### src/design/uip_pkg.sv
/*
 * uip_pkg: register map, identification codes, field positions and
 * reset values for the serial port interrupt prioritizer.
 * Assumes a 32-bit classic Wishbone bus with byte addresses, one word per
 * register.
 */
package uip_pkg;

	localparam int unsigned UIP_AW = 4;
	localparam int unsigned UIP_DW = 32;

	// register byte offsets
	localparam logic [3:0] UIP_ADR_IDENT = 4'h0;
	localparam logic [3:0] UIP_ADR_IER   = 4'h4;
	localparam logic [3:0] UIP_ADR_CTL   = 4'h8;
	localparam logic [3:0] UIP_ADR_STAT  = 4'hC;

	// identification codes, bits 3..0; FIFO flags UIP_ID_FIFO, bits 7..6
	localparam logic [3:0] UIP_ID_NONE  = 4'h1;
	localparam logic [3:0] UIP_ID_LINE  = 4'h6;
	localparam logic [3:0] UIP_ID_RXAV  = 4'h4;
	localparam logic [3:0] UIP_ID_TMO   = 4'hC;
	localparam logic [3:0] UIP_ID_THRE  = 4'h2;
	localparam logic [3:0] UIP_ID_MODEM = 4'h0;
	localparam logic [1:0] UIP_ID_FIFO  = 2'h3;

	// enable register field positions
	localparam int unsigned UIP_EN_RXAV  = 0;
	localparam int unsigned UIP_EN_THRE  = 1;
	localparam int unsigned UIP_EN_LINE  = 2;
	localparam int unsigned UIP_EN_MODEM = 3;
	localparam logic [7:0]  UIP_IER_MASK = 8'h0F;
	localparam logic [7:0]  UIP_IER_RST  = 8'h00;

	// control register fields
	localparam int unsigned UIP_CTL_FIFO = 0;
	localparam int unsigned UIP_CTL_TRG  = 6;
	localparam logic [7:0]  UIP_CTL_MASK = 8'hC1;
	localparam logic [7:0]  UIP_CTL_RST  = 8'h00;

	// receive trigger levels in bytes
	localparam logic [4:0] UIP_TRG_1  = 5'h01;
	localparam logic [4:0] UIP_TRG_4  = 5'h04;
	localparam logic [4:0] UIP_TRG_8  = 5'h08;
	localparam logic [4:0] UIP_TRG_14 = 5'h0E;

	// character times of silence before a time-out
	localparam logic [2:0] UIP_TMO_CHARS = 3'h4;

endpackage : uip_pkg

### src/design/uip_prioritizer.sv
/*
 * uip_prioritizer: interrupt identification, enable gating and request
 * output of a serial port, reached over a classic Wishbone slave.
 * Assumes the datapath supplies one-cycle event pulses, the receive FIFO
 * fill level and a one-cycle pulse per elapsed character time, all
 * synchronous to clk_i.
 */
`timescale 1ns/10ps
`default_nettype none

module uip_prioritizer
	import uip_pkg::*;
(
	input  wire logic                 clk_i,          // 20 MHz system clock
	input  wire logic                 rst_i,          // sync reset, high
	input  wire logic                 wb_cyc_i,       // bus cycle
	input  wire logic                 wb_stb_i,       // strobe
	input  wire logic                 wb_we_i,        // write enable
	input  wire logic [uip_pkg::UIP_AW-1:0] wb_adr_i, // byte address
	input  wire logic [3:0]           wb_sel_i,       // byte lanes
	input  wire logic [uip_pkg::UIP_DW-1:0] wb_dat_i, // write data
	output logic [uip_pkg::UIP_DW-1:0] wb_dat_o,      // read data
	output logic                      wb_ack_o,       // acknowledge
	input  wire logic [3:0]           line_err_i,     // brk,frm,par,ovr pulses
	input  wire logic                 line_status_rd_i, // status reg read
	input  wire logic [3:0]           modem_delta_i,  // modem change pulses
	input  wire logic                 modem_status_rd_i, // modem reg read
	input  wire logic [4:0]           rx_level_i,     // rx characters held
	input  wire logic                 rx_char_i,      // char entered rx
	input  wire logic                 rx_buf_rd_i,    // rx buffer read
	input  wire logic                 char_tick_i,    // one char time pulse
	input  wire logic                 tx_empty_i,     // tx holding empty
	input  wire logic                 tx_hold_wr_i,   // tx holding write
	output logic                      fifo_enable_ctl_o, // FIFO mode
	output logic                      irq_line_o      // interrupt request
);

	////////////////////////////////////////////////////////////////////
	// helpers

	function automatic logic [4:0] trig_level(input logic [1:0] s);
		case (s)
			2'h0:    trig_level = UIP_TRG_1;
			2'h1:    trig_level = UIP_TRG_4;
			2'h2:    trig_level = UIP_TRG_8;
			default: trig_level = UIP_TRG_14;
		endcase
	endfunction : trig_level

	// vector: {line, rxav, tmo, thre, modem}
	function automatic logic [3:0] ident_code(input logic [4:0] p);
		if (p[4])
			ident_code = UIP_ID_LINE;
		else if (p[3])
			ident_code = UIP_ID_RXAV;
		else if (p[2])
			ident_code = UIP_ID_TMO;
		else if (p[1])
			ident_code = UIP_ID_THRE;
		else if (p[0])
			ident_code = UIP_ID_MODEM;
		else
			ident_code = UIP_ID_NONE;
	endfunction : ident_code

	////////////////////////////////////////////////////////////////////
	// state

	logic [7:0]  ier_r, ier_nxt;
	logic [7:0]  ctl_r, ctl_nxt;
	logic [3:0]  line_r, line_nxt;
	logic [3:0]  modem_r, modem_nxt;
	logic        thre_r, thre_nxt;
	logic        txe_d_r, txe_d_nxt;
	logic [2:0]  idle_r, idle_nxt;
	logic        tmo_r, tmo_nxt;
	logic        ack_r, ack_nxt;
	logic [31:0] dat_r, dat_nxt;
	logic        irq_r, irq_nxt;

	logic        fifo_on;
	logic        rx_avail;
	logic [4:0]  pend;
	logic [3:0]  code_now;
	logic [7:0]  ident_now;
	logic        req;
	logic        rd_ident;
	logic        thre_set;

	////////////////////////////////////////////////////////////////////
	// source conditions and priority

	always_comb begin
		fifo_on  = ctl_r[UIP_CTL_FIFO];
		// without FIFOs any held character counts as available
		if (fifo_on)
			rx_avail = rx_level_i >= trig_level(ctl_r[UIP_CTL_TRG +: 2]);
		else
			rx_avail = rx_level_i != 5'h00;
		// disabled classes vanish here only; flags keep running
		pend[4] = (|line_r) & ier_r[UIP_EN_LINE];
		pend[3] = rx_avail & ier_r[UIP_EN_RXAV];
		pend[2] = tmo_r & fifo_on & ier_r[UIP_EN_RXAV];
		pend[1] = thre_r & ier_r[UIP_EN_THRE];
		pend[0] = (|modem_r) & ier_r[UIP_EN_MODEM];
		code_now  = ident_code(pend);
		ident_now = {(fifo_on ? UIP_ID_FIFO : 2'h0), 2'h0, code_now};
	end

	////////////////////////////////////////////////////////////////////
	// bus decode

	always_comb begin
		req      = wb_cyc_i & wb_stb_i & ~ack_r;
		rd_ident = req & ~wb_we_i & (wb_adr_i == UIP_ADR_IDENT);
	end

	////////////////////////////////////////////////////////////////////
	// interrupt flags

	always_comb begin
		line_nxt  = line_r;
		modem_nxt = modem_r;
		thre_nxt  = thre_r;
		idle_nxt  = idle_r;
		tmo_nxt   = tmo_r;
		txe_d_nxt = tx_empty_i;
		// new edge of empty, or enabling while already empty
		thre_set  = (tx_empty_i & ~txe_d_r) |
			(tx_empty_i & ~ier_r[UIP_EN_THRE] & ier_nxt[UIP_EN_THRE]);

		// set wins over clear for every sticky flag
		if (line_status_rd_i)
			line_nxt = 4'h0;
		line_nxt = line_nxt | line_err_i;
		if (modem_status_rd_i)
			modem_nxt = 4'h0;
		modem_nxt = modem_nxt | modem_delta_i;

		// cleared by a holding write, or by an ident read only if it is what the reader sees
		if (tx_hold_wr_i | (rd_ident & code_now == UIP_ID_THRE))
			thre_nxt = 1'b0;
		if (thre_set)
			thre_nxt = 1'b1;

		// character time-out
		if (rx_char_i | rx_buf_rd_i | ~fifo_on | rx_level_i == 5'h00) begin
			idle_nxt = 3'h0;
		end else if (char_tick_i & idle_r != UIP_TMO_CHARS) begin
			idle_nxt = idle_r + 3'h1;
		end
		if (rx_buf_rd_i | ~fifo_on | rx_level_i == 5'h00)
			tmo_nxt = 1'b0;
		if (idle_nxt == UIP_TMO_CHARS)
			tmo_nxt = 1'b1;
	end

	always_ff @(posedge clk_i) begin
		if (rst_i) begin
			line_r  <= 4'h0;
			modem_r <= 4'h0;
			thre_r  <= 1'b0;
			// empty is the idle level: no false edge after reset
			txe_d_r <= 1'b1;
			idle_r  <= 3'h0;
			tmo_r   <= 1'b0;
		end else begin
			line_r  <= line_nxt;
			modem_r <= modem_nxt;
			thre_r  <= thre_nxt;
			txe_d_r <= txe_d_nxt;
			idle_r  <= idle_nxt;
			tmo_r   <= tmo_nxt;
		end
	end

	////////////////////////////////////////////////////////////////////
	// registers and bus answer

	always_comb begin
		ier_nxt = ier_r;
		ctl_nxt = ctl_r;
		ack_nxt = req;
		dat_nxt = 32'h0000_0000;
		irq_nxt = |pend;
		if (req & wb_we_i & wb_sel_i[0]) begin
			case (wb_adr_i)
				UIP_ADR_IER: ier_nxt = wb_dat_i[7:0] & UIP_IER_MASK;
				UIP_ADR_CTL: ctl_nxt = wb_dat_i[7:0] & UIP_CTL_MASK;
				default:     ;
			endcase
		end
		if (req & ~wb_we_i) begin
			case (wb_adr_i)
				// snapshot taken once; flags may move meanwhile
				UIP_ADR_IDENT: dat_nxt = {24'h0, ident_now};
				UIP_ADR_IER:   dat_nxt = {24'h0, ier_r};
				UIP_ADR_CTL:   dat_nxt = {24'h0, ctl_r};
				// status: modem 10:7, tmo 6, thre 5, rx 4, line 3:0
				UIP_ADR_STAT:  dat_nxt = {21'h0, modem_r, tmo_r,
					thre_r, rx_avail, line_r};
				default:       dat_nxt = 32'h0000_0000;
			endcase
		end
	end

	always_ff @(posedge clk_i) begin
		if (rst_i) begin
			ier_r <= UIP_IER_RST;
			ctl_r <= UIP_CTL_RST;
			ack_r <= 1'b0;
			dat_r <= 32'h0000_0000;
			irq_r <= 1'b0;
		end else begin
			ier_r <= ier_nxt;
			ctl_r <= ctl_nxt;
			ack_r <= ack_nxt;
			dat_r <= dat_nxt;
			irq_r <= irq_nxt;
		end
	end

	assign wb_ack_o          = ack_r;
	assign wb_dat_o          = dat_r;
	assign irq_line_o        = irq_r;
	assign fifo_enable_ctl_o = ctl_r[UIP_CTL_FIFO];
endmodule : uip_prioritizer

`default_nettype wire

### config.mk
export PLATFORM = sky130hd
export DESIGN_NAME = uip_prioritizer
export DESIGN_NICKNAME = d
export VERILOG_FILES = /design/src/design/uip_pkg.sv /design/src/design/uip_prioritizer.sv
export SDC_FILE = /design/constraint.sdc
export NUM_CORES = 1
export LEC_CHECK = 0
export ABC_CLOCK_PERIOD_IN_PS = 3200
export BUFFER_PORTS_ARGS = -buffer_cell sky130_fd_sc_hd__buf_2
export CELL_PAD_IN_SITES_DETAIL_PLACEMENT = 0
export CELL_PAD_IN_SITES_GLOBAL_PLACEMENT = 1
export CORE_UTILIZATION = 34
export CTS_BUF_LIST = sky130_fd_sc_hd__clkbuf_8
export CTS_CLUSTER_DIAMETER = 60
export DETAILED_ROUTE_END_ITERATION = 12
export PLACE_DENSITY = 0.9
export SETUP_SLACK_MARGIN = 0.15
export SLEW_MARGIN = 5
export SYNTH_ARGS = -nofsm -noshare
export SYNTH_HDL_FRONTEND = slang
export SYNTH_SLANG_ARGS = --single-unit
### constraint.sdc
create_clock -name clk_i -period 3.2 [get_ports clk_i]
set_clock_uncertainty 0.15 [all_clocks]
set_input_delay 0.64 -clock clk_i [delete_from_list [all_inputs] [get_ports clk_i]]
set_output_delay 0.64 -clock clk_i [all_outputs]
set_load 0.03 [all_outputs]
==> flow_metrics.env <==
export IMPL_status="complete, no violations"
export IMPL_area_growth_pct=17.9
export IMPL_cts_tree="done"
export IMPL_nets=326
export IMPL_tns_ns=0
export IMPL_gp_congestion=0.756
export IMPL_vias=1471
export IMPL_crit_chain="buf_2, or2_1, or4_1, nor3_2, nand3_1, o22ai_1"
export IMPL_post_cts_buffers=0
export IMPL_wl_met3_um=296
export IMPL_p_leak_nw=0.923
export IMPL_holdPathEnd="wb_dat_o[10]"
export IMPL_ys_types=45
export IMPL_pin_count=100
export IMPL_maxCapViolations=0
export IMPL_start_util_pct=36.3
export IMPL_placed_cells=315
export IMPL_worstSkewPairLatency_ns=0.28
export IMPL_synth_xor_area_share_pct=0.497
export IMPL_drt_iter0_markers=127
export IMPL_setup_viol=0
export IMPL_grt_ovfl_total=0
export IMPL_highest_layer="met3"
export IMPL_clkTransAtPathRegs_ns=0.07
export IMPL_hold_depth=1
export IMPL_cp_data_required_time_ns=3.25
export IMPL_cp_slowest_cell="or4_1"
export IMPL_postCtsHoldBufs=0
export IMPL_fp_dieW_um=74.0
export IMPL_multi_input_area_um2=920
export IMPL_arrival_ns=2.10
export IMPL_route_met2_wl_mm=1.62
export IMPL_cts_resized=0
export IMPL_clockRootBuffer="clkbuf_8"
export IMPL_slew_headroom_pct=59.1
export IMPL_rsz0062_at_grt="false"
export IMPL_grt_pass1_wl_mm=5.76
export IMPL_final_instance_count_excl_fill=323
export IMPL_ir_drop_uv=193
export IMPL_yosys_register_bits=34
export IMPL_endpoint_kind="flop"
export IMPL_r2r_start="wb_ack_o"
export IMPL_nFillCells=478
export IMPL_startpoint_type="input pin"
export IMPL_first_pass_iters=4
export IMPL_grt_max_degree=23
export IMPL_synthCells=206
export IMPL_crit_fanout=6
export IMPL_core_area_um2=4850
export IMPL_async_flop_share_pct=0
export IMPL_wl_per_cell_um=11.3
export IMPL_min_from="modem_r[3]"
export IMPL_ant_nets=0
export IMPL_post_dp_hpwl_mm=2.83
export IMPL_ctsHtreeMaxLevel=2
export IMPL_clock_path_buffers=2
export IMPL_worst_pin_slew_ns=0.605
export IMPL_synth_top_cell_by_area="dfxtp_1"
export IMPL_route_detailed_drc=0
export IMPL_syn_area_um2=1760
export IMPL_synth_mux_area_share_pct=6.32
export IMPL_cts_made_buffers=5
export IMPL_synth_top_family_by_area="simple AND/OR/NAND/NOR gates"
export IMPL_track_usage_pct=13.8
export IMPL_synthSimpleGateAreaFrac_pct=22.2
export IMPL_grt_antenna_before_repair=0
export IMPL_hold_violations=0
export IMPL_period_minus_slack_ns=2.06
export IMPL_area_sequential_um2=681
export IMPL_r2r_end="wb_dat_o[3]"
export IMPL_vias_per_cell=4.55
export IMPL_fmax_ghz=0.486
export IMPL_period_share_pct=64.3
export IMPL_reg2reg_slack_ns=1.21
export IMPL_grt_pass1_vias=1290
export IMPL_die_area_um2=5470
export IMPL_drive_gt1_share_pct=26.2
export IMPL_power_density_nw_per_um2=418
export IMPL_route_final_wire_length_mm=3.64
export IMPL_antenna_cells=0
export IMPL_ys_flop_type="dfxtp_1"
export IMPL_die_h_um=74.0
export IMPL_io_buffer_count=49
export IMPL_drv_slew=0
export IMPL_synth_edf_count=0
export IMPL_synth_top_area_share_pct=38.6
export IMPL_crit_path_max_incr_delay_ns=0.49
export IMPL_synth_compound_area_share_pct=14.5
export IMPL_rows=25
export IMPL_ys_seq_area_share_pct=38.6
export IMPL_synthAdderAreaFrac_pct=4.26
export IMPL_worstSetupPathType="input pin to flop"
export IMPL_clock_sinks=34
export IMPL_worstRegToRegCells=5
export IMPL_avgSynthCellArea_um2=8.55
export IMPL_synth_warnings=0
export IMPL_synthTopCellsByArea="dfxtp_1, buf_4, nor2_1"
export IMPL_met1_length_mm=1.72
export IMPL_min_path_type="flop to flop"
==> synthesized netlist by cell type, types with 2 or more instances <==
master / number
o22ai_1: 2
nand2_1: 11
nor3_1: 3
a21oi_1: 15
dfxtp_1: 34
ha_1: 6
and3_1: 3
o21ai_0: 6
a31oi_1: 6
buf_4: 21
inv_1: 12
nor2_1: 28
nor2b_1: 3
and2_1: 5
nor4_1: 2
mux2i_1: 10
nor3b_1: 2
nand2b_1: 2
clkbuf_1: 5
nand3_1: 4
or4_1: 2
==> sequential cells by signal (all words and copies together), names as in the netlist <==
| signal | count |
|---|---|
| irq_line_o | 1 |
| wb_ack_o | 1 |
| ctl_r | 3 |
| idle_r | 3 |
| txe_d_r | 1 |
| tmo_r | 1 |
| wb_dat_o | 11 |
| thre_r | 1 |
| line_r | 4 |
| ier_r | 4 |
| modem_r | 4 |
==> cells in the final DEF, fill, tap and decap left out, types with 2 or more instances in the layout <==
master and count:
nor3_1 3, clkbuf_8 6, and2_1 5, a31oi_1 6, nor3b_1 2, nand2_1 11
buf_2 49, inv_1 12, conb_1 21, and3_1 3, nor4_1 2, nor2_1 28
nand2b_1 2, dfxtp_1 34, nand3_1 4, o22ai_1 2, a21oi_1 15, nor2b_1 3
or4_1 2, mux2i_1 10, ha_1 6, o21ai_0 6
==> critical path, delay by kind of cell <==
kind            cells  cell delay (ns)
compound gates      1             0.18
buf+inv             1             0.09
simple gates        4             1.19
==> power breakdown <==
part | internal (mW) | total, mW | switching (mW) | leakage (nW)
registers | 0.432 | 0.439 | 0.00765 | 0.277
clock network | 0.173 | 0.326 | 0.153 | 0.0472
logic | 0.0316 | 0.102 | 0.0702 | 0.599
total | 0.636 | 0.867 | 0.231 | 0.923
==> logic make-up (layout without fill, tap and decap cells) <==
family                   Yosys count  in the layout
AND/OR/NAND/NOR                   74             74
buffers and inverters             40             70
AO/OA/AOI/OAI                     39             39
flip-flops                        34             34
multiplexers                      11             11
adder cells (fa/ha/maj)            6              6
other                              1             21
XOR/XNOR                           1              1
==> per-stage QoR <==
stage / util, % / hold WS (ns) / setup WS [ns] / power [mW] / cell area, um^2
final: 42.8 / 0.330 / 1.14 / 0.867 / 2080
after CTS: 42.8 / 0.334 / 1.13 / 0.877 / 2080
after floorplan: - / 0.295 / 0.978 / 0.536 / 1840
after global routing: 42.8 / 0.364 / 1.03 / 0.906 / 2080
after detailed placement: 40.9 / 0.318 / 0.835 / 0.551 / 1980
after global placement: 40.9 / 0.308 / 0.857 / 0.549 / 1980
==> metal layers <==
metal,track usage [%],up-vias
met5,0,-
met4,2.78,0
met3,5.96,0
met2,21.2,48
met1,18.0,656
li1,-,767
==> layout make-up <==
type | count | area share [%]
clock inverters | 2 | 0.602
repair buffers | 50 | 12.2
multi-input cells | 152 | 44.3
flip-flops and latches | 34 | 32.8
clock buffers | 6 | 3.98
well taps | 67 | 4.04
inverters | 12 | 2.17
==> worst max path at each step <==
stage	startpoint	end	slack [ns]	depth (start not counted)
global route	wb_adr_i[1]	wb_dat_o[0]	1.03	6
finish	wb_adr_i[1]	wb_dat_o[3]	1.14	6
floorplan	wb_adr_i[1]	ctl_r[7]	0.98	6
detailed placement	wb_adr_i[1]	wb_dat_o[1]	0.84	6
global placement	wb_adr_i[1]	wb_dat_o[0]	0.86	6
CTS	wb_adr_i[1]	wb_dat_o[1]	1.13	6
(Power assumes the default switching activity.)
